`config.mk`:
```
export PLATFORM = sky130hd
export DESIGN_NAME = standstill_monitor_block
export DESIGN_NICKNAME = d
export VERILOG_FILES = /design/src/hw/gate_timer.v /design/src/hw/pulse_rate_meter.v /design/src/hw/standstill_monitor_block.v
export VERILOG_INCLUDE_DIRS = /design/src /design/src/hw
export SDC_FILE = /design/constraint.sdc
export NUM_CORES = 1
export LEC_CHECK = 0
export ABC_CLOCK_PERIOD_IN_PS = 10920
export BUFFER_PORTS_ARGS = -buffer_cell sky130_fd_sc_hd__clkbuf_2
export CAP_MARGIN = 20
export CORE_UTILIZATION = 35
export DETAILED_ROUTE_END_ITERATION = 10
export PLACE_DENSITY = 0.59
export SLEW_MARGIN = 25
export SYNTH_ARGS = -nofsm -noshare
export SYNTH_HDL_FRONTEND = slang
export SYNTH_HIERARCHICAL = 1
export SYNTH_SLANG_ARGS = --single-unit
```
`constraint.sdc`:
```
create_clock -name I_CLK -period 10.92 [get_ports I_CLK]
set_clock_uncertainty 0.2 [all_clocks]
set_input_delay 2.184 -clock I_CLK [delete_from_list [all_inputs] [get_ports I_CLK]]
set_output_delay 2.184 -clock I_CLK [all_outputs]
set_load 0.01 [all_outputs]
```
`src/hw/standstill_regs.vh`:
```
// Register map, field layout, codes and timing for the standstill monitor
`ifndef STANDSTILL_REGS_VH
`define STANDSTILL_REGS_VH

// ==========================================================================
// Register offsets (byte addresses)
`define REG_CFG 12'h000
`define REG_STATUS 12'h004
`define REG_FREQ 12'h008

// ==========================================================================
// Configuration fields
`define CFG_EXT_EN_BIT 0
`define CFG_MODE_LSB 1
`define CFG_MODE_MSB 2
`define CFG_THR_LSB 8
`define CFG_THR_MSB 13
`define CFG_EXT_EN_RST 1'b0
`define CFG_MODE_RST 2'h1
`define CFG_THR_RST 6'h02
`define THR_MIN 6'h02
`define THR_MAX 6'h32

// Restart modes
`define MODE_AUTO 2'h0
`define MODE_MANUAL 2'h1
`define MODE_CONTROLLED 2'h2

// Status fields
`define STAT_STILL_BIT 16
`define STAT_FAULT_BIT 17
`define STAT_EDGE_BIT 18

// ==========================================================================
// Diagnostic codes
`define DG_NO_ENABLE 16'h0000
`define DG_WAIT_SA 16'h2001
`define DG_WAIT_RE_RISE 16'h2003
`define DG_WAIT_RE_FALL 16'h2004
`define DG_MEASURING 16'h2009
`define DG_STANDSTILL 16'h8010
`define DG_ERR_OPEN 16'hf007
`define DG_ERR_RANGE 16'hf008
`define DG_ERR_DIFF 16'hf009
`define DG_ERR_NOPULSE 16'hf00a
`define DG_ERR_RESET 16'hf013

// ==========================================================================
// Measurement limits and timing
`define RANGE_MAX_HZ 16'h04b0
`define DIFF_TOL_HZ 16'h0001
`define HYST_NUM 22'h000013
`define HYST_DEN 22'h000014
`define GATE_MS 1000
`define CLK_KHZ 200000
`define GATE_CYCLES (`GATE_MS * `CLK_KHZ)

`endif

```
`src/hw/gate_timer.v`:
```
// Measurement gate divider producing a one-cycle enable pulse
`timescale 1ns/1ps
module gate_timer #(
   parameter CYCLES = 200000000
) (
   input wire i_clk,      // System clock
   input wire i_rst,      // Async reset, active high
   output reg o_gate      // One-cycle pulse at end of each gate
);
   reg [27:0] count;

   always @(posedge i_clk or posedge i_rst) begin
      if (i_rst) begin
         count <= 28'h0000000;
         o_gate <= 1'b0;
      end else if (count == CYCLES[27:0] - 28'h0000001) begin
         count <= 28'h0000000;
         o_gate <= 1'b1;
      end else begin
         count <= count + 28'h0000001;
         o_gate <= 1'b0;
      end
   end
endmodule

```
`src/hw/pulse_rate_meter.v`:
```
// One sensor channel: synchroniser, edge detect, rising-edge rate counter
`timescale 1ns/1ps
module pulse_rate_meter (
   input wire i_clk,          // System clock
   input wire i_rst,          // Async reset, active high
   input wire i_sensor,       // Raw sensor level
   input wire i_gate,         // End-of-gate pulse
   output reg [15:0] o_rate,  // Rising edges in last gate
   output wire o_level,       // Synchronised level
   output wire o_rise,        // Rising edge pulse
   output wire o_edge         // Any edge pulse
);
   reg meta;
   reg sync;
   reg prev;
   reg [15:0] count;
   reg [2:0] fill;
   wire primed;

   // Edges held off until prev holds a real sample, so a sensor that is
   // high through reset is not taken as a first rise
   assign primed = fill[2];
   assign o_level = sync;
   assign o_rise = sync & ~prev & primed;
   assign o_edge = (sync ^ prev) & primed;

   // ==========================================================================
   // Synchroniser and counter
   always @(posedge i_clk or posedge i_rst) begin
      if (i_rst) begin
         meta <= 1'b0;
         sync <= 1'b0;
         prev <= 1'b0;
         count <= 16'h0000;
         o_rate <= 16'h0000;
         fill <= 3'h0;
      end else begin
         fill <= {fill[1:0], 1'b1};
         meta <= i_sensor;
         sync <= meta;
         prev <= sync;
         if (i_gate) begin
            o_rate <= count;
            count <= {15'h0000, o_rise};
         end else if (o_rise && count != 16'hffff) begin
            count <= count + 16'h0001;
         end
      end
   end
endmodule

```
`src/hw/standstill_monitor_block.v`:
```
// Dual-sensor standstill monitor with restart modes and APB registers
`timescale 1ns/1ps
`include "standstill_regs.vh"

module standstill_monitor_block #(
   parameter GATE_CYCLES = `GATE_CYCLES
) (
   input wire I_CLK,              // 200 MHz clock
   input wire I_SYS_RST,          // Async reset, active high
   input wire I_SENSOR_A,         // First proximity sensor
   input wire I_SENSOR_B,         // Second proximity sensor
   input wire I_SAFETY_ACT,       // Safety activation
   input wire I_RESTART_RST,      // Restart reset
   input wire I_BLOCK_EN,         // External block enable
   input wire I_PSEL,             // APB select
   input wire I_PENABLE,          // APB enable
   input wire I_PWRITE,           // APB direction
   input wire [11:0] I_PADDR,     // APB address
   input wire [31:0] I_PWDATA,    // APB write data
   output reg O_PREADY,           // APB ready
   output reg [31:0] O_PRDATA,    // APB read data
   output reg O_PSLVERR,          // APB error
   output reg O_STANDSTILL,       // Standstill enable contact
   output reg O_FAULT,            // Fault contact
   output reg [15:0] O_FREQ,      // Actual frequency in Hz
   output reg [15:0] O_DIAG       // Diagnostic word
);
   localparam [2:0] ST_IDLE = 3'h0;
   localparam [2:0] ST_WAIT_SA = 3'h1;
   localparam [2:0] ST_RE_RISE = 3'h2;
   localparam [2:0] ST_RE_FALL = 3'h3;
   localparam [2:0] ST_MEASURE = 3'h4;
   localparam [2:0] ST_STILL = 3'h5;
   localparam [2:0] ST_FAULT = 3'h6;

   reg [2:0] state;
   reg [2:0] next_state;
   reg [15:0] err_code;
   reg [15:0] next_err_code;
   reg ext_en_req;
   reg [1:0] mode;
   reg [5:0] threshold;
   reg first_edge;
   reg tripped;
   reg next_tripped;
   reg gate_d;
   reg sa_prev;
   reg re_prev;
   reg [15:0] gate_err;
   reg still_ok;
   reg [5:0] wr_thr;

   wire gate;
   wire [15:0] rate_a;
   wire [15:0] rate_b;
   wire level_a;
   wire level_b;
   wire rise_a;
   wire rise_b;
   wire edge_a;
   wire edge_b;
   wire active;
   wire sa_rise;
   wire re_rise;
   wire re_fall;
   wire sync_fault;
   wire [15:0] rate_diff;
   wire [21:0] hyst_lhs;
   wire [21:0] hyst_rhs;
   wire apb_write;
   wire apb_setup;

   // ==========================================================================
   // Sensor channels and gate
   gate_timer #(.CYCLES(GATE_CYCLES)) u_gate (
      .i_clk(I_CLK),
      .i_rst(I_SYS_RST),
      .o_gate(gate)
   );

   pulse_rate_meter u_chan_a (
      .i_clk(I_CLK),
      .i_rst(I_SYS_RST),
      .i_sensor(I_SENSOR_A),
      .i_gate(gate),
      .o_rate(rate_a),
      .o_level(level_a),
      .o_rise(rise_a),
      .o_edge(edge_a)
   );

   pulse_rate_meter u_chan_b (
      .i_clk(I_CLK),
      .i_rst(I_SYS_RST),
      .i_sensor(I_SENSOR_B),
      .i_gate(gate),
      .o_rate(rate_b),
      .o_level(level_b),
      .o_rise(rise_b),
      .o_edge(edge_b)
   );

   // ==========================================================================
   // Derived conditions
   assign active = ext_en_req ? I_BLOCK_EN : 1'b1;
   assign sa_rise = I_SAFETY_ACT & ~sa_prev;
   assign re_rise = I_RESTART_RST & ~re_prev;
   assign re_fall = ~I_RESTART_RST & re_prev;
   assign sync_fault = first_edge & edge_a & edge_b;
   assign rate_diff = (rate_a > rate_b) ? rate_a - rate_b : rate_b - rate_a;
   assign hyst_lhs = {6'h00, rate_a} * `HYST_DEN;
   assign hyst_rhs = {16'h0000, threshold} * `HYST_NUM;

   // Fault found at end of a gate, 0 when none
   always @* begin
      gate_err = 16'h0000;
      if (rate_a > `RANGE_MAX_HZ || rate_b > `RANGE_MAX_HZ) begin
         gate_err = `DG_ERR_RANGE;
      end else if (rate_a == 16'h0000 && rate_b == 16'h0000) begin
         if (first_edge && !level_a && !level_b) begin
            gate_err = `DG_ERR_OPEN;
         end
      end else if (rate_a == 16'h0000 || rate_b == 16'h0000) begin
         gate_err = `DG_ERR_NOPULSE;
      end else if (rate_diff > `DIFF_TOL_HZ) begin
         gate_err = `DG_ERR_DIFF;
      end
   end

   // Standstill with hysteresis once tripped
   always @* begin
      if (tripped) begin
         still_ok = hyst_lhs <= hyst_rhs;
      end else begin
         still_ok = rate_a <= {10'h000, threshold};
      end
   end

   // ==========================================================================
   // Restart state machine
   always @* begin
      next_state = state;
      next_err_code = err_code;
      next_tripped = tripped;
      case (state)
         ST_IDLE: begin
            if (active) begin
               next_state = ST_WAIT_SA;
            end
         end
         ST_WAIT_SA: begin
            if (sa_rise) begin
               if (mode == `MODE_AUTO) begin
                  next_state = ST_MEASURE;
               end else if (I_RESTART_RST) begin
                  next_state = ST_FAULT;
                  next_err_code = `DG_ERR_RESET;
               end else begin
                  next_state = ST_RE_RISE;
               end
            end
         end
         ST_RE_RISE: begin
            if (re_rise) begin
               next_state = ST_RE_FALL;
            end
         end
         ST_RE_FALL: begin
            if (re_fall) begin
               next_state = ST_MEASURE;
            end
         end
         ST_MEASURE: begin
            if (mode == `MODE_AUTO && !first_edge && !tripped) begin
               next_state = ST_STILL;
            end else if (gate_d && gate_err == 16'h0000 && still_ok) begin
               next_state = ST_STILL;
               next_tripped = 1'b0;
            end
         end
         ST_STILL: begin
            if (gate_d && rate_a > {10'h000, threshold}) begin
               next_tripped = 1'b1;
               if (mode == `MODE_AUTO) begin
                  next_state = ST_MEASURE;
               end else begin
                  next_state = ST_RE_RISE;
               end
            end
         end
         ST_FAULT: begin
            if (!I_SAFETY_ACT) begin
               next_state = ST_WAIT_SA;
               next_err_code = 16'h0000;
            end
         end
         default: begin
            next_state = ST_IDLE;
         end
      endcase
      // Running faults override every monitoring state
      if (state != ST_FAULT && state != ST_IDLE && state != ST_WAIT_SA) begin
         if (sync_fault) begin
            next_state = ST_FAULT;
            next_err_code = `DG_ERR_DIFF;
         end else if (gate_d && gate_err != 16'h0000) begin
            next_state = ST_FAULT;
            next_err_code = gate_err;
         end
      end
      if (state != ST_FAULT) begin
         if (!active) begin
            next_state = ST_IDLE;
         end else if (!I_SAFETY_ACT && state != ST_IDLE) begin
            next_state = ST_WAIT_SA;
         end
      end
   end

   always @(posedge I_CLK or posedge I_SYS_RST) begin
      if (I_SYS_RST) begin
         state <= ST_IDLE;
         err_code <= 16'h0000;
         tripped <= 1'b0;
         first_edge <= 1'b0;
         gate_d <= 1'b0;
         sa_prev <= 1'b0;
         re_prev <= 1'b0;
      end else begin
         state <= next_state;
         err_code <= next_err_code;
         tripped <= next_tripped;
         gate_d <= gate;
         sa_prev <= I_SAFETY_ACT;
         re_prev <= I_RESTART_RST;
         if (rise_a || rise_b) begin
            first_edge <= 1'b1;
         end
      end
   end

   // ==========================================================================
   // Contact and value outputs
   always @(posedge I_CLK or posedge I_SYS_RST) begin
      if (I_SYS_RST) begin
         O_STANDSTILL <= 1'b0;
         O_FAULT <= 1'b0;
         O_FREQ <= 16'h0000;
         O_DIAG <= `DG_NO_ENABLE;
      end else begin
         O_STANDSTILL <= (next_state == ST_STILL);
         O_FAULT <= (next_state == ST_FAULT);
         O_FREQ <= rate_a;
         case (next_state)
            ST_IDLE: O_DIAG <= `DG_NO_ENABLE;
            ST_WAIT_SA: O_DIAG <= `DG_WAIT_SA;
            ST_RE_RISE: O_DIAG <= `DG_WAIT_RE_RISE;
            ST_RE_FALL: O_DIAG <= `DG_WAIT_RE_FALL;
            ST_MEASURE: O_DIAG <= `DG_MEASURING;
            ST_STILL: O_DIAG <= `DG_STANDSTILL;
            ST_FAULT: O_DIAG <= next_err_code;
            default: O_DIAG <= `DG_NO_ENABLE;
         endcase
      end
   end

   // ==========================================================================
   // APB slave
   assign apb_setup = I_PSEL & ~I_PENABLE;
   assign apb_write = I_PSEL & I_PENABLE & O_PREADY & I_PWRITE;

   // Threshold writes are clamped into the legal range
   always @* begin
      wr_thr = I_PWDATA[`CFG_THR_MSB:`CFG_THR_LSB];
      if (wr_thr < `THR_MIN) begin
         wr_thr = `THR_MIN;
      end else if (wr_thr > `THR_MAX) begin
         wr_thr = `THR_MAX;
      end
   end

   always @(posedge I_CLK or posedge I_SYS_RST) begin
      if (I_SYS_RST) begin
         ext_en_req <= `CFG_EXT_EN_RST;
         mode <= `CFG_MODE_RST;
         threshold <= `CFG_THR_RST;
      end else if (apb_write && I_PADDR == `REG_CFG) begin
         ext_en_req <= I_PWDATA[`CFG_EXT_EN_BIT];
         if (I_PWDATA[`CFG_MODE_MSB:`CFG_MODE_LSB] != 2'h3) begin
            mode <= I_PWDATA[`CFG_MODE_MSB:`CFG_MODE_LSB];
         end
         threshold <= wr_thr;
      end
   end

   always @(posedge I_CLK or posedge I_SYS_RST) begin
      if (I_SYS_RST) begin
         O_PREADY <= 1'b0;
         O_PRDATA <= 32'h00000000;
         O_PSLVERR <= 1'b0;
      end else begin
         O_PREADY <= apb_setup;
         O_PSLVERR <= 1'b0;
         O_PRDATA <= 32'h00000000;
         if (apb_setup) begin
            case (I_PADDR)
               `REG_CFG: begin
                  O_PRDATA <= {18'h00000, threshold, 5'h00, mode,
                     ext_en_req};
               end
               `REG_STATUS: begin
                  O_PRDATA <= {13'h0000, first_edge, O_FAULT,
                     O_STANDSTILL, O_DIAG};
               end
               `REG_FREQ: O_PRDATA <= {16'h0000, O_FREQ};
               default: O_PSLVERR <= 1'b1;
            endcase
         end
      end
   end
endmodule

```
After elaboration in Yosys (flattened, before gate mapping). Index checks and enable logic that the tools add are counted.

Register bits: 206. Input bits: 54. Output and inout port bits: 68. Word-level logic and storage cells: 181.

Add/sub/neg operators: 5. Multiply operators: 2. $lt $le $gt $ge: 9. Eq/ne operators: 23. Mux-type cells: 51. Bitwise gates (word level): 23. Reductions and logical operators: 37.

Operators by type and width (number): 16-bit two-way mux (17); 16-bit one-hot mux with 6 select lines (1); 19-bit one-hot mux with 3 select lines (1); 3-bit two-way mux (17); 16-bit logical NOT (3); 16-bit by 1-bit adder with 16-bit output, second input constant (2); 16-bit by 11-bit > comparator with 1-bit output, second input constant (2); 16-bit != test, second input constant (2); 16-bit one-hot mux with 2 select lines (1); 16-bit subtractor (2); 28-bit by 1-bit adder with 28-bit output, second input constant (1); 28-bit == test, second input constant (1); 28-bit two-way mux (1); 21-bit by 11-bit less-or-equal comparator with 1-bit output (1); 3-bit one-hot mux with 7 select lines (1); 16-bit by 3-bit multiplier with 19-bit output, second input constant (1); 19-bit two-way mux (1); 3-bit == test, second input constant (6); 16-bit by 1-bit > comparator with 1-bit output, second input constant (1); 16-bit > comparator (1); 16-bit by 6-bit > comparator with 1-bit output (1); 16-bit by 6-bit less-or-equal comparator with 1-bit output (1); 16-bit nonzero test (1); 1-bit bitwise AND (15); 26 further kinds (69).

Logic depth before layout (Yosys ltp). Gate-level depths: netlist of the first run.

Word-level depth: 21. Gate-level depth with buffers: 20. Gate-level depth less buffers: 20.

Cells and area by module. The synthesis of the first run kept the hierarchy.

Modules (own cells, without submodules): standstill_monitor_block (times used 1, cells an instance 849, area each 7375.8 um^2, sequential area each 2204.6 um^2); pulse_rate_meter (times used 2, cells an instance 140, area each 1686.6 um^2, sequential area each 950.9 um^2); gate_timer (times used 1, cells an instance 144, area each 1519.0 um^2, sequential area each 725.7 um^2).

Least setup slack after synthesis of the first run. OpenSTA, ideal clock, no wires.

Path kind: reg2reg. Start: register threshold[1]. End: register O_DIAG[0]. Data arrival time: 4.197 ns. Required time: 10.602 ns. Setup slack: 6.405 ns. Cell stages (with the launch flop): 21. Path buffers: 0. Period minus slack after synthesis: 4.515 ns. Cell sequence: dfstp_2 > ha_1 > inv_1 > fa_1 > inv_1 > ha_1 > inv_1 > o21ai_0 > a21oi_1 > o21ai_0 > a21oi_1 > xnor2_1 > ha_1 > o21a_1 > o32ai_1 > o2111ai_1 > o41a_1 > a221o_1 > o41ai_4 > nor3_1 > a21o_1.

Longest elaborated chain between the ends: 15. Elaborated cells on any way between the ends: 24.

RTL lines: from (decl) (line standstill_monitor_block.v:42) `reg [5:0] threshold;`; from (signal assigned) (line standstill_monitor_block.v:286) `` threshold <= `CFG_THR_RST; ``; from (signal assigned) (line standstill_monitor_block.v:292) `threshold <= wr_thr;`; 6-bit by 5-bit multiplier with 11-bit output (no source line); 21-bit by 11-bit less-or-equal comparator with 1-bit output (line standstill_monitor_block.v:133) `still_ok = hyst_lhs <= hyst_rhs;`; 1-bit two-way mux (line standstill_monitor_block.v:132) `if (tripped) begin`; 1-bit logical AND (line standstill_monitor_block.v:176) `end else if (gate_d && gate_err == 16'h0000 && still_ok) begin`; 3-bit two-way mux (line standstill_monitor_block.v:176); 3-bit two-way mux (line standstill_monitor_block.v:174) `` if (mode == `MODE_AUTO && !first_edge && !tripped) begin ``; 3-bit one-hot mux with 7 select lines (*) (line standstill_monitor_block.v:145) `case (state)`; 3-bit two-way mux (line standstill_monitor_block.v:206) `end else if (gate_d && gate_err != 16'h0000) begin`; 3-bit two-way mux (line standstill_monitor_block.v:203) `if (sync_fault) begin`; 3-bit two-way mux (*) (line standstill_monitor_block.v:202) `if (state != ST_FAULT && state != ST_IDLE && state != ST_WAIT_SA) begin`; 3-bit two-way mux (line standstill_monitor_block.v:214) `end else if (!I_SAFETY_ACT && state != ST_IDLE) begin`; 3-bit two-way mux (line standstill_monitor_block.v:212) `if (!active) begin`; 3-bit two-way mux (*) (line standstill_monitor_block.v:211) `if (state != ST_FAULT) begin`; named net next_state[0] (line standstill_monitor_block.v:37) `reg [2:0] next_state;`; 3-bit == test (tied with other cells) (line standstill_monitor_block.v:254) `case (next_state)`; 16-bit one-hot mux with 6 select lines (*) (line standstill_monitor_block.v:254); to (signal assigned) (line standstill_monitor_block.v:255) `` ST_IDLE: O_DIAG <= `DG_NO_ENABLE; ``; to (signal assigned) (line standstill_monitor_block.v:256) `` ST_WAIT_SA: O_DIAG <= `DG_WAIT_SA; ``; to (signal assigned) (line standstill_monitor_block.v:257) `` ST_RE_RISE: O_DIAG <= `DG_WAIT_RE_RISE; ``; to (decl) (line standstill_monitor_block.v:26) `output reg [15:0] O_DIAG`.

Mark *: on every way through the listed nets, which the timed path passes. The rest lies on a longest branch. A chain may end at the register's enable or synchronous reset.

Worst setup path after layout of the first run.
Start: register u_chan_a.o_rate[2]. End: register O_DIAG[4].

Longest elaborated chain between the ends: 21. Elaborated cells on any way between the ends: 45.

RTL lines: from (decl) (line pulse_rate_meter.v:8) `output reg [15:0] o_rate,`; from (signal assigned) (line pulse_rate_meter.v:43) `o_rate <= count;`; branches (longest 15 deep; another with 21-bit by 11-bit less-or-equal comparator with 1-bit output); 3-bit two-way mux (*) (line standstill_monitor_block.v:202); 3-bit two-way mux (line standstill_monitor_block.v:214); 3-bit two-way mux (line standstill_monitor_block.v:212); 3-bit two-way mux (*) (line standstill_monitor_block.v:211); named net next_state[2] (line standstill_monitor_block.v:37); 3-bit == test (tied with other cells) (line standstill_monitor_block.v:254); 16-bit one-hot mux with 6 select lines (*) (line standstill_monitor_block.v:254).

Mark *: on every way through the listed nets, which the timed path passes.

==> results of run 1 <==
flip-flops by register name, summed over array words and instances, names as in the netlist, 2 cells and up:
register and flops:
u_chan_b/fill 3, u_chan_b/count 16, O_FREQ 16, u_chan_a/fill 3
u_gate/count 28, threshold 6, err_code 16, u_chan_a/o_rate 16
O_PRDATA 19, u_chan_a/count 16, mode 2, O_DIAG 16
u_chan_b/o_rate 16, state 3
power by group:
| part | switching, mW | internal [mW] | leakage, nW |
|---|---|---|---|
| clock | 0.291 | 0.352 | 0.291 |
| combinational | 0.0875 | 0.0585 | 3.71 |
| sequential | 0.0388 | 0.745 | 2.55 |
stage by stage:
| step | power [mW] | hold slack (ns) | worst slack [ns] |
|---|---|---|---|
| after detailed placement | 0.942 | 0.135 | 5.46 |
| final | 1.57 | 0.150 | 5.39 |
| after floorplan | 0.891 | 0.131 | 6.26 |
| after global placement | 0.941 | 0.133 | 5.43 |
| after global routing | 1.64 | 0.158 | 4.97 |
| after CTS | 1.59 | 0.151 | 5.43 |
area by class of cell:
type | instances | area, um^2
multi-input cells | 950 | 6890
flip-flops and latches | 193 | 4830
clock inverters | 14 | 171
fillers | 3445 | 20800
clock buffers | 18 | 439
repair buffers | 90 | 463
inverters | 91 | 343
well taps | 455 | 569
logic make-up after synthesis:
| kind of cell | Yosys count | share of synthesized area [%] |
|---|---|---|
| and+or+nand+nor | 441 | 20.1 |
| AOI/OAI and AO/OA | 282 | 16.0 |
| DFF | 193 | 39.4 |
| buffers and inverters | 142 | 4.82 |
| adders and majority gates | 102 | 10.7 |
| muxes | 61 | 5.40 |
| xor gates and xnor gates | 49 | 3.50 |
| other | 3 | 0.0918 |
metal layers:
metal | up-vias | routed length, um | GRT usage, %
met5 | - | 0 | 0
met4 | 0 | 544 | 4.99
met3 | 32 | 1140 | 2.63
met2 | 233 | 13500 | 27.8
met1 | 4733 | 14600 | 23.7
li1 | 4740 | - | -
critical path: stages, from the launching register on:
cell       delay (ns)
dfrtp_1          0.62
inv_1            0.09
ha_1             0.50
and3b_1          0.31
o211ai_1         0.19
a2111oi_0        0.90
o21a_1           0.24
o2111ai_1        0.19
a2111oi_4        0.32
o2111ai_2        0.29
a21oi_1          0.72
o21ai_1          0.37
nand2_1          0.34
o31ai_1          0.11
placed cells by master, fill, tap and decap left out, drive strengths merged, types with 21 or more instances in the layout:
cell type / netlist / final
mux2: 35 / 35
o21ai: 57 / 57
nand4: 30 / 30
and3: 26 / 26
nor3: 24 / 24
ha: 96 / 96
nor2: 118 / 118
a21oi: 68 / 68
nor2b: 25 / 25
nand3: 44 / 44
inv: 91 / 96
dfrtp: 191 / 191
nand2: 66 / 66
mux2i: 26 / 26
clkbuf: 29 / 103
xnor2: 28 / 28
xor2: 21 / 21
path summary, 6_finish.rpt:
| check | endpoint | slack (ns) | cells past startpoint |
|---|---|---|---|
| setup / recovery | O_DIAG[4] | 5.39 | 13 |
| hold / removal | u_chan_b/fill[2] | 0.15 | 0 |
| setup reg to reg | O_DIAG[4] | 5.39 | 13 |
| hold reg to reg | u_chan_b/fill[2] | 0.15 | 0 |
| max in group asynchronous | err_code[3] | 7.76 | 3 |
| min in group asynchronous | first_edge | 1.61 | 2 |
==> qor.yml, run 1 <==
setup_path:
  crit_path_end_kind: "flop"
  path_max_fanout: 12
  cp.required_ns: 11.04
  critPathArrivalTime_ns: 5.65
  critPathLaunch: "u_chan_a/o_rate[2]"
  path_class: "flop to flop"
  r2r_start: "u_chan_a/o_rate[2]"
  startpoint_type: "flop"
timing:
  final_max_slew_viol_count: 0
  fin_tns_setup_ns: 0
  rsz0062_at_grt: "no"
  tightest_slew_ns: 0.936
  relSlewSlack_pct: 36.0
  fin_crit_ns: 5.53
  period_share_pct: 50.6
  hold_viol: 0
  setup_viol: 0
  max_freq_mhz: 181
drt:
  via_per_inst: 5.38
  drcViolationCount: 0
  wire_per_inst_um: 16.5
  totalWireLength_mm: 29.8
  via_count: 9738
  first_pass_iters: 4
  ant_nets: 0
  drt_iter0_markers: 517
cts:
  cts.sinks: 193
  insertion_delay_ns: 0.44
  cts-resized-gates: 0
  cts_tree: "yes"
  clk_pin_slew_ns: 0.07
  cts_made_buffers: 17
  post-cts-setup-buffers: 0
  root_buffer: "clkbuf_16"
  clk_path_buf_depth: 2
  cts_hold_buffers: 0
  htreeDepth: 4
synth:
  netlist_area_um2: 12300
  yosysTopAreaCell: "dfrtp_1"
  synth_top_area_share_pct: 39.0
  syn_inst: 1273
  ys_ff_latch: 193
  postSynthAreaPerCell_um2: 9.64
  synth_edf_count: 0
  yosys-top-cells-count: "191 x dfrtp_1, 117 x nor2_1, 96 x ha_1, 91 x inv_1, 67 x a21oi_1"
  async_flop_share_pct: 100
  yosys_warnings: 6
  netlist_top_cells_area: "dfrtp_1 39%, ha_1 9.8%, nor2_1 3.6%"
  seq_area_frac_synth_pct: 39.4
  ys.flop_type: "dfrtp_1"
  synthDistinctLibCells: 97
  synth_most_common_cell: "dfrtp_1"
placement:
  numPortBuffers: 85
  place_area_um2: 13100
  dpl.hpwl_mm: 22.4
  gp_congestion: 0.905
  place_inst: 1779
die:
  rows: 68
  start_util_pct: 35.5
  core-area_um2: 34500
  floorplan.die_area_um2: 35800
  die_y_um: 189
  io_pins: 122
  die_x_um: 189
global_routing:
  grt_first_pass_wirelength_mm: 49.6
  antenna_found_initial: 0
  grt_start_max_net_pins: 70
  grt_util_all_layers_pct: 17.2
  overflow: 0
  grt_pass1_vias: 9292
pwr:
  power_density_nw_per_um2: 115
  leakage_nw: 6.55
  irDropWorstVdd_uv: 126
finish:
  fin_area_um2: 13700
  num-nets-final: 1498
  area_growth_pct: 11.7
  layout-drive-gt1-share_pct: 15.4
  fin_util_pct: 39.7
  layoutNonFillerInstCount: 1811
  insertedDiodeCount: 0
worst_hold_path:
  hold_start: "u_chan_b/fill[1]"
  worst_hold_path_type: "flop to flop"
job:
  maxCapViolCount: 0
outcome:
  status: "finished, final reports clean"
No activity file was read; power rests on OpenSTA's default activity.
==> run 2, diff against run 1 <==
--- a/config.mk
+++ b/config.mk
@@ -6,7 +6,7 @@
 export SDC_FILE = /design/constraint.sdc
 export NUM_CORES = 1
 export LEC_CHECK = 0
-export ABC_CLOCK_PERIOD_IN_PS = 10920
+export ABC_CLOCK_PERIOD_IN_PS = 5500
 export BUFFER_PORTS_ARGS = -buffer_cell sky130_fd_sc_hd__clkbuf_2
 export CAP_MARGIN = 20
 export CORE_UTILIZATION = 35
==> constraint.sdc (replaced) <==
create_clock -name I_CLK -period 5.5 [get_ports I_CLK]
set_clock_uncertainty 0.2 [all_clocks]
set_input_delay 1.1 -clock I_CLK [delete_from_list [all_inputs] [get_ports I_CLK]]
set_output_delay 1.1 -clock I_CLK [all_outputs]
set_load 0.01 [all_outputs]
==> qor.yml, run 2 (synthesis results as in run 1) <==
finish:
  final_common_cell: "dfrtp_1"  # unchanged
  layout-drive-gt1-share_pct: 15.9  # was 15.4%
  fill_cells: 3442  # was 3445
  num-nets-final: 1510  # was 1498
  area_growth_pct: 12.6  # was 11.7%
  top_regs: "u_gate/count (28), O_PRDATA (19)"  # unchanged
  layoutNonFillerInstCount: 1822  # was 1811
  max_flop_register: "u_gate/count"  # unchanged
  insertedDiodeCount: 0  # unchanged
  largest_reg_flops: 28  # unchanged
  mostFrequentLayoutCells: "190 x dfrtp_1, 117 x nor2_1, 96 x ha_1, 89 x inv_1, 85 x clkbuf_2"  # unchanged
cts:
  cts_hold_buffers: 0  # unchanged
  cts_made_buffers: 17  # unchanged
  cts_tree: "yes"  # unchanged
  insertion_delay_ns: 0.44  # about the same
  htreeDepth: 4  # unchanged
  root_buffer: "clkbuf_16"  # unchanged
  cts-resized-gates: 0  # unchanged
  cts.sinks: 193  # unchanged
  post-cts-setup-buffers: 0  # unchanged
  clk_path_buf_depth: 2  # unchanged
  clk_pin_slew_ns: 0.07  # about the same
drt:
  totalWireLength_mm: 30.7  # was 29.8 mm
  wire_per_inst_um: 16.9  # was 16.5 um
  drcViolationCount: 0  # unchanged
  drt_iter0_markers: 623  # was 517
  ant_nets: 0  # unchanged
  via_per_inst: 5.38  # about the same
  first_pass_iters: 5  # was 4
  via_count: 9810  # was 9738
timing:
  max_freq_mhz: 196  # was 181 MHz
  period_share_pct: 92.7  # was 50.6%
  setup_viol: 0  # unchanged
  fin_crit_ns: 5.10  # was 5.53 ns
  hold_viol: 0  # unchanged
  tightest_slew_ns: 0.795  # was 0.936 ns
  final_max_slew_viol_count: 0  # unchanged
  rsz0062_at_grt: "no"  # unchanged
  relSlewSlack_pct: 47.0  # was 36.0%
  fin_tns_setup_ns: 0  # unchanged
global_routing:
  antenna_found_initial: 0  # unchanged
  grt_first_pass_wirelength_mm: 50.5  # was 49.6 mm
  overflow: 0  # unchanged
  grt_util_all_layers_pct: 17.6  # was 17.2%
  top_usage_layer: "met2"  # unchanged
  grt_start_max_net_pins: 70  # unchanged
  grt_pass1_vias: 9474  # was 9292
  use_met2_pct: 29.4  # was 27.8%
  grt_util_met1_pct: 23.9  # was 23.7%
  use_met3_pct: 3.00  # was 2.63%
pwr:
  p_int_mw: 2.38  # was 1.16 mW
  power_density_nw_per_um2: 230  # was 115 nW/um^2
  switchingPower_mw: 0.793  # was 0.418 mW
  pwr-share-clk_pct: 41.6  # was 40.9%
  leakage_nw: 6.62  # was 6.55 nW
  irDropWorstVdd_uv: 220  # was 126 uV
  sw_frac_of_total_pct: 25.0  # was 26.6%
  power_frac_seq_pct: 49.1  # was 49.8%
  comb_power_share_pct: 9.4  # was 9.3%
die:
  core-area_um2: 34500  # unchanged
  io_pins: 122  # unchanged
  rows: 68  # unchanged
  die_y_um: 189  # unchanged
  die_x_um: 189  # unchanged
  floorplan.die_area_um2: 35800  # unchanged
  start_util_pct: 35.5  # unchanged
setup_path:
  crit_family: "compound AO/OA/AOI/OAI gates"  # unchanged
  path_max_fanout: 6  # was 12
  cp.required_ns: 5.65  # was 11.04 ns
  crit_slowest_cell: "fa_1"  # was a2111oi_0
  ff2ff_setup_slack_ns: 0.40  # was 5.39 ns
  cp_num_buf_inv: 3  # was 1
  cp_cell_sequence: "ha_1 > inv_1 > fa_1 > inv_1 > ha_1 > inv_1 > o21ai_0 > a21oi_1 > o21ai_0 > a21oi_1 > xnor2_1 > ha_1 > nand4_1 > o32ai_1 > o2111ai_1 > o41a_1 > a221o_1 > o41ai_4 > nand4bb_2 > o21ai_1"  # was inv_1 > ha_1 > and3b_1 > o211ai_1 > a2111oi_0 > o21a_1 > o2111ai_1 > a2111oi_4 > o2111ai_2 > a21oi_1 > o21ai_1 > nand2_1 > o31ai_1
  critPathArrivalTime_ns: 5.25  # was 5.65 ns
  slowest_delay_ns: 0.50  # was 0.90 ns
  path_class: "flop to flop"  # unchanged
  crit_path_end_kind: "flop"  # unchanged
  startpoint_type: "flop"  # unchanged
placement:
  place_inst: 1791  # was 1779
  dpl.hpwl_mm: 23.4  # was 22.4 mm
  gp_congestion: 0.863  # was 0.905
  numPortBuffers: 85  # unchanged
worst_hold_path:
  worst_hold_path_type: "flop to flop"  # unchanged
outcome:
  status: "finished, final reports clean"  # unchanged
job:
  maxCapViolCount: 0  # unchanged
## run 2: changes by cell type in the layout (fill, tap and decap cells not counted)
cell        before  now
buf_4            5   17
bufinv_16        2    4
clkbuf_1         0    3
clkinv_4         3    1
clkinvlp_4       3    1
inv_6            2    3
inv_8            4    1
## run 2: power groups by stage
stage               registers, mW  logic [mW]  clock network (mW)
finish                       1.56       0.297                1.32
global route                 1.57       0.332                1.42
CTS                          1.56       0.298                1.35
detailed placement           1.58       0.296                   0
global placement             1.58       0.291                   0
floorplan                    1.56       0.213                   0
## run 2: routing by layer
layer	vias to the layer above	wire length, um
met4	0	350
li1	4767	-
met1	4777	14600
met5	-	0
met3	31	1220
met2	235	14500
## run 2: cell type report
class	instances	area [um^2]	area share, %
clock inverter	10	174	1.26
tap	455	569	4.12
inverter	91	343	2.48
multi-input combinational	950	6890	49.9
sequential	193	4830	35.0
clock buffer	21	450	3.26
timing repair buffer	102	553	4.00
## run 2: path summary, 6_finish.rpt
| check | from | end | cells past startpoint |
|---|---|---|---|
| worst max-delay path | threshold[4] | O_DIAG[15] | 20 |
| worst min-delay path | u_chan_b/fill[0] | u_chan_b/fill[1] | 0 |
| worst max register to register | threshold[4] | O_DIAG[15] | 20 |
| worst min register to register | u_chan_b/fill[0] | u_chan_b/fill[1] | 0 |
| max in group asynchronous | I_SYS_RST | O_DIAG[0] | 3 |
| min in group asynchronous | I_SYS_RST | first_edge | 2 |
## run 2: through the flow
step	hold slack, ns	power, mW	instance area [um^2]	util [%]	setup WS [ns]
after global routing	0.163	3.32	13800	40.0	0.116
after global placement	0.132	1.87	13200	38.2	0.459
after CTS	0.153	3.21	13800	40.0	0.382
after floorplan	0.131	1.77	12300	-	0.985
after detailed placement	0.136	1.88	13200	38.2	0.415
final	0.149	3.17	13800	40.0	0.400
## run 2: worst reg2reg max path, delay by kind of cell (launching register included)
kind / cells / cell delay, ns
AO/OA/AOI/OAI: 10 / 2.41
adder cells (fa/ha/maj): 4 / 1.43
flip-flops: 1 / 0.46
AND/OR/NAND/NOR: 2 / 0.30
buffers and inverters: 3 / 0.15
XOR/XNOR: 1 / 0.09
==> run 3, diff against run 2 <==
--- a/config.mk
+++ b/config.mk
@@ -11,9 +11,9 @@
 export CAP_MARGIN = 20
 export CORE_UTILIZATION = 35
 export DETAILED_ROUTE_END_ITERATION = 10
+export GPL_TIMING_DRIVEN = 0
 export PLACE_DENSITY = 0.59
 export SLEW_MARGIN = 25
 export SYNTH_ARGS = -nofsm -noshare
 export SYNTH_HDL_FRONTEND = slang
-export SYNTH_HIERARCHICAL = 1
 export SYNTH_SLANG_ARGS = --single-unit
==> qor.yml, run 3 <==
timing:
  period_share_pct: 92.7  # about the same
  final_max_slew_viol_count: 0  # unchanged
  max_freq_mhz: 196  # about the same
  setup_viol: 0  # unchanged
  relSlewSlack_pct: 34.8  # was 47.0%
  rsz0062_at_grt: "no"  # unchanged
  hold_viol: 0  # unchanged
  fin_crit_ns: 5.10  # about the same
  fin_tns_setup_ns: 0  # unchanged
  tightest_slew_ns: 0.970  # was 0.795 ns
setup_path:
  critPathArrivalTime_ns: 5.25  # about the same
  cp_cell_sequence: "ha_1 > inv_1 > fa_1 > inv_1 > ha_1 > inv_1 > o21ai_0 > a21oi_1 > o21ai_0 > a21oi_1 > xnor2_1 > ha_1 > o21ai_0 > a21oi_1 > a211oi_1 > a31oi_1 > nor4_1 > a221o_1 > nand3_2 > o31a_1 > o221ai_2"  # was ha_1 > inv_1 > fa_1 > inv_1 > ha_1 > inv_1 > o21ai_0 > a21oi_1 > o21ai_0 > a21oi_1 > xnor2_1 > ha_1 > nand4_1 > o32ai_1 > o2111ai_1 > o41a_1 > a221o_1 > o41ai_4 > nand4bb_2 > o21ai_1
  r2r_start: "threshold[1]"  # was threshold[4]
  path_class: "flop to flop"  # unchanged
  crit_slowest_cell: "dfstp_2"  # was fa_1
  critPathLaunch: "threshold[1]"  # was threshold[4]
  setup.worst_path.end: "O_DIAG[0]"  # was O_DIAG[15]
  path_max_fanout: 6  # unchanged
  startpoint_type: "flop"  # unchanged
  cp_num_buf_inv: 3  # unchanged
  slowest_delay_ns: 0.61  # was 0.50 ns
  rr_endpoint: "O_DIAG[0]"  # was O_DIAG[15]
  crit_family: "compound AO/OA/AOI/OAI gates"  # unchanged
  cp.required_ns: 5.65  # about the same
  ff2ff_setup_slack_ns: 0.40  # about the same
  crit_cells: 21  # was 20
  crit_path_end_kind: "flop"  # unchanged
  reg2regPathDepth: 21  # was 20
synth:
  synth_most_common_cell: "dfrtp_1"  # unchanged
  netlist_top_cells_area: "dfrtp_1 40%, ha_1 10%, nor2_1 4.2%"  # was dfrtp_1 39%, ha_1 9.8%, nor2_1 3.6%
  postSynthAreaPerCell_um2: 9.05  # was 9.64 um^2
  ys.flop_type: "dfrtp_1"  # unchanged
  synthDistinctLibCells: 78  # was 97
  synth_edf_count: 0  # unchanged
  async_flop_share_pct: 100  # unchanged
  ys_ff_latch: 190  # was 193
  synth_top_area_share_pct: 40.4  # was 39.0%
  seq_area_frac_synth_pct: 40.9  # was 39.4%
  syn_inst: 1287  # was 1273
  netlist_area_um2: 11600  # was 12300 um^2
  yosys-top-cells-count: "188 x dfrtp_1, 131 x nor2_1, 120 x nand2_1, 96 x ha_1, 89 x inv_1"  # was 191 x dfrtp_1, 117 x nor2_1, 96 x ha_1, 91 x inv_1, 67 x a21oi_1
  yosysTopAreaCell: "dfrtp_1"  # unchanged
  yosys_warnings: 0  # was 6
cts:
  insertion_delay_ns: 0.45  # was 0.44 ns
  cts.sinks: 190  # was 193
  post-cts-setup-buffers: 0  # unchanged
  cts_hold_buffers: 0  # unchanged
  htreeDepth: 4  # unchanged
  clk_pin_slew_ns: 0.08  # was 0.07 ns
  cts_tree: "yes"  # unchanged
  cts-resized-gates: 0  # unchanged
  root_buffer: "clkbuf_16"  # unchanged
  cts_made_buffers: 17  # unchanged
  clk_path_buf_depth: 2  # unchanged
die:
  core-area_um2: 32600  # was 34500 um^2
  die_y_um: 184  # was 189 um
  io_pins: 122  # unchanged
  die_x_um: 184  # was 189 um
  floorplan.die_area_um2: 34000  # was 35800 um^2
  start_util_pct: 35.7  # was 35.5%
  rows: 66  # was 68
drt:
  drt_iter0_markers: 557  # was 623
  first_pass_iters: 5  # unchanged
  drcViolationCount: 0  # unchanged
  wire_per_inst_um: 16.3  # was 16.9 um
  via_per_inst: 5.22  # was 5.38
  via_count: 9740  # was 9810
  ant_nets: 0  # unchanged
  totalWireLength_mm: 30.3  # was 30.7 mm
global_routing:
  antenna_found_initial: 1  # was 0
  grt_util_all_layers_pct: 18.5  # was 17.6%
  grt_pass1_vias: 9292  # was 9474
  grt_start_max_net_pins: 31  # was 70
  overflow: 0  # unchanged
  grt_first_pass_wirelength_mm: 49.1  # was 50.5 mm
finish:
  top_regs: "u_gate.count (28), O_PRDATA (19)"  # was u_gate/count (28), O_PRDATA (19)
  final_common_cell: "dfrtp_1"  # unchanged
  max_flop_register: "u_gate.count"  # was u_gate/count
  layoutNonFillerInstCount: 1865  # was 1822
  fin_util_pct: 41.2  # was 40.0%
  num-nets-final: 1565  # was 1510
  largest_reg_flops: 28  # unchanged
  insertedDiodeCount: 0  # unchanged
  layout-drive-gt1-share_pct: 11.9  # was 15.9%
  mostFrequentLayoutCells: "188 x dfrtp_1, 131 x nor2_1, 120 x nand2_1, 96 x ha_1, 88 x inv_1"  # was 190 x dfrtp_1, 117 x nor2_1, 96 x ha_1, 89 x inv_1, 85 x clkbuf_2
  area_growth_pct: 15.4  # was 12.6%
job:
  maxCapViolCount: 0  # unchanged
worst_hold_path:
  worst_hold_path_type: "flop to flop"  # unchanged
pwr:
  leakage_nw: 6.53  # was 6.62 nW
  irDropWorstVdd_uv: 222  # was 220 uV
  power_density_nw_per_um2: 237  # was 230 nW/um^2
placement:
  place_inst: 1833  # was 1791
  gp_congestion: 0.967  # was 0.863
  dpl.hpwl_mm: 24.1  # was 23.4 mm
  numPortBuffers: 85  # unchanged
outcome:
  status: "finished, final reports clean"  # unchanged
-- run 3: per-layer routing --
layer / vias up / global-route usage [%] / wire [um]
met1: 4669 / 24.8 / 14100
met5: - / 0 / 27
li1: 4740 / - / -
met2: 292 / 30.5 / 14100
met4: 2 / 5.23 / 532
met3: 37 / 3.20 / 1500
-- run 3: worst min-delay path by stage --
stage                     slack (ns)        startpoint                to  depth (start not counted)
after floorplan                 0.13  u_chan_b.fill[1]  u_chan_a.fill[2]                          0
after global placement          0.13  u_chan_b.fill[1]  u_chan_a.fill[2]                          0
after detailed placement        0.14  u_chan_b.fill[0]  u_chan_b.fill[1]                          0
after CTS                       0.15  u_chan_b.fill[0]  u_chan_b.fill[1]                          0
after global routing            0.16     u_chan_a.meta  u_chan_a.o_level                          0
final                           0.15     u_chan_b.meta  u_chan_b.o_level                          0
-- run 3: cell type report --
type / instances / area (um^2)
inverters: 90 / 342
plain buffers: 54 / 282
multi-input cells: 965 / 6320
fillers: 3259 / 19200
flip-flops and latches: 190 / 4760
repair buffers: 92 / 588
clock inverters: 11 / 121
clock buffers: 21 / 470
well taps: 442 / 553
-- run 3: cells by family (layout without fill, tap and decap cells) --
family / Yosys count / count (layout) / share of synthesized area [%]
and+or+nand+nor: 470 / 470 / 19.8
AOI/OAI and AO/OA: 296 / 296 / 16.3
DFF: 190 / 190 / 40.9
buffers and inverters: 144 / 268 / 5.32
adders and majority gates: 102 / 102 / 11.3
xor gates and xnor gates: 68 / 68 / 5.11
muxes: 15 / 15 / 1.30
other: 2 / 14 / 0.0645
-- run 3: power by group --
group	switching (mW)	leakage, nW	internal [mW]
Clock	0.569	0.289	0.675
Combinational	0.248	3.72	0.165
Sequential	0.0620	2.52	1.46
-- run 3: stage by stage --
stage / hold slack [ns] / total power, mW / cell area, um^2 / setup WS (ns)
finish: 0.147 / 3.18 / 13400 / 0.399
global route: 0.156 / 3.33 / 13400 / 0.178
CTS: 0.152 / 3.22 / 13400 / 0.402
detailed placement: 0.136 / 1.96 / 12800 / 0.451
global placement: 0.132 / 1.94 / 12700 / 0.518
floorplan: 0.131 / 1.82 / 11700 / 1.22
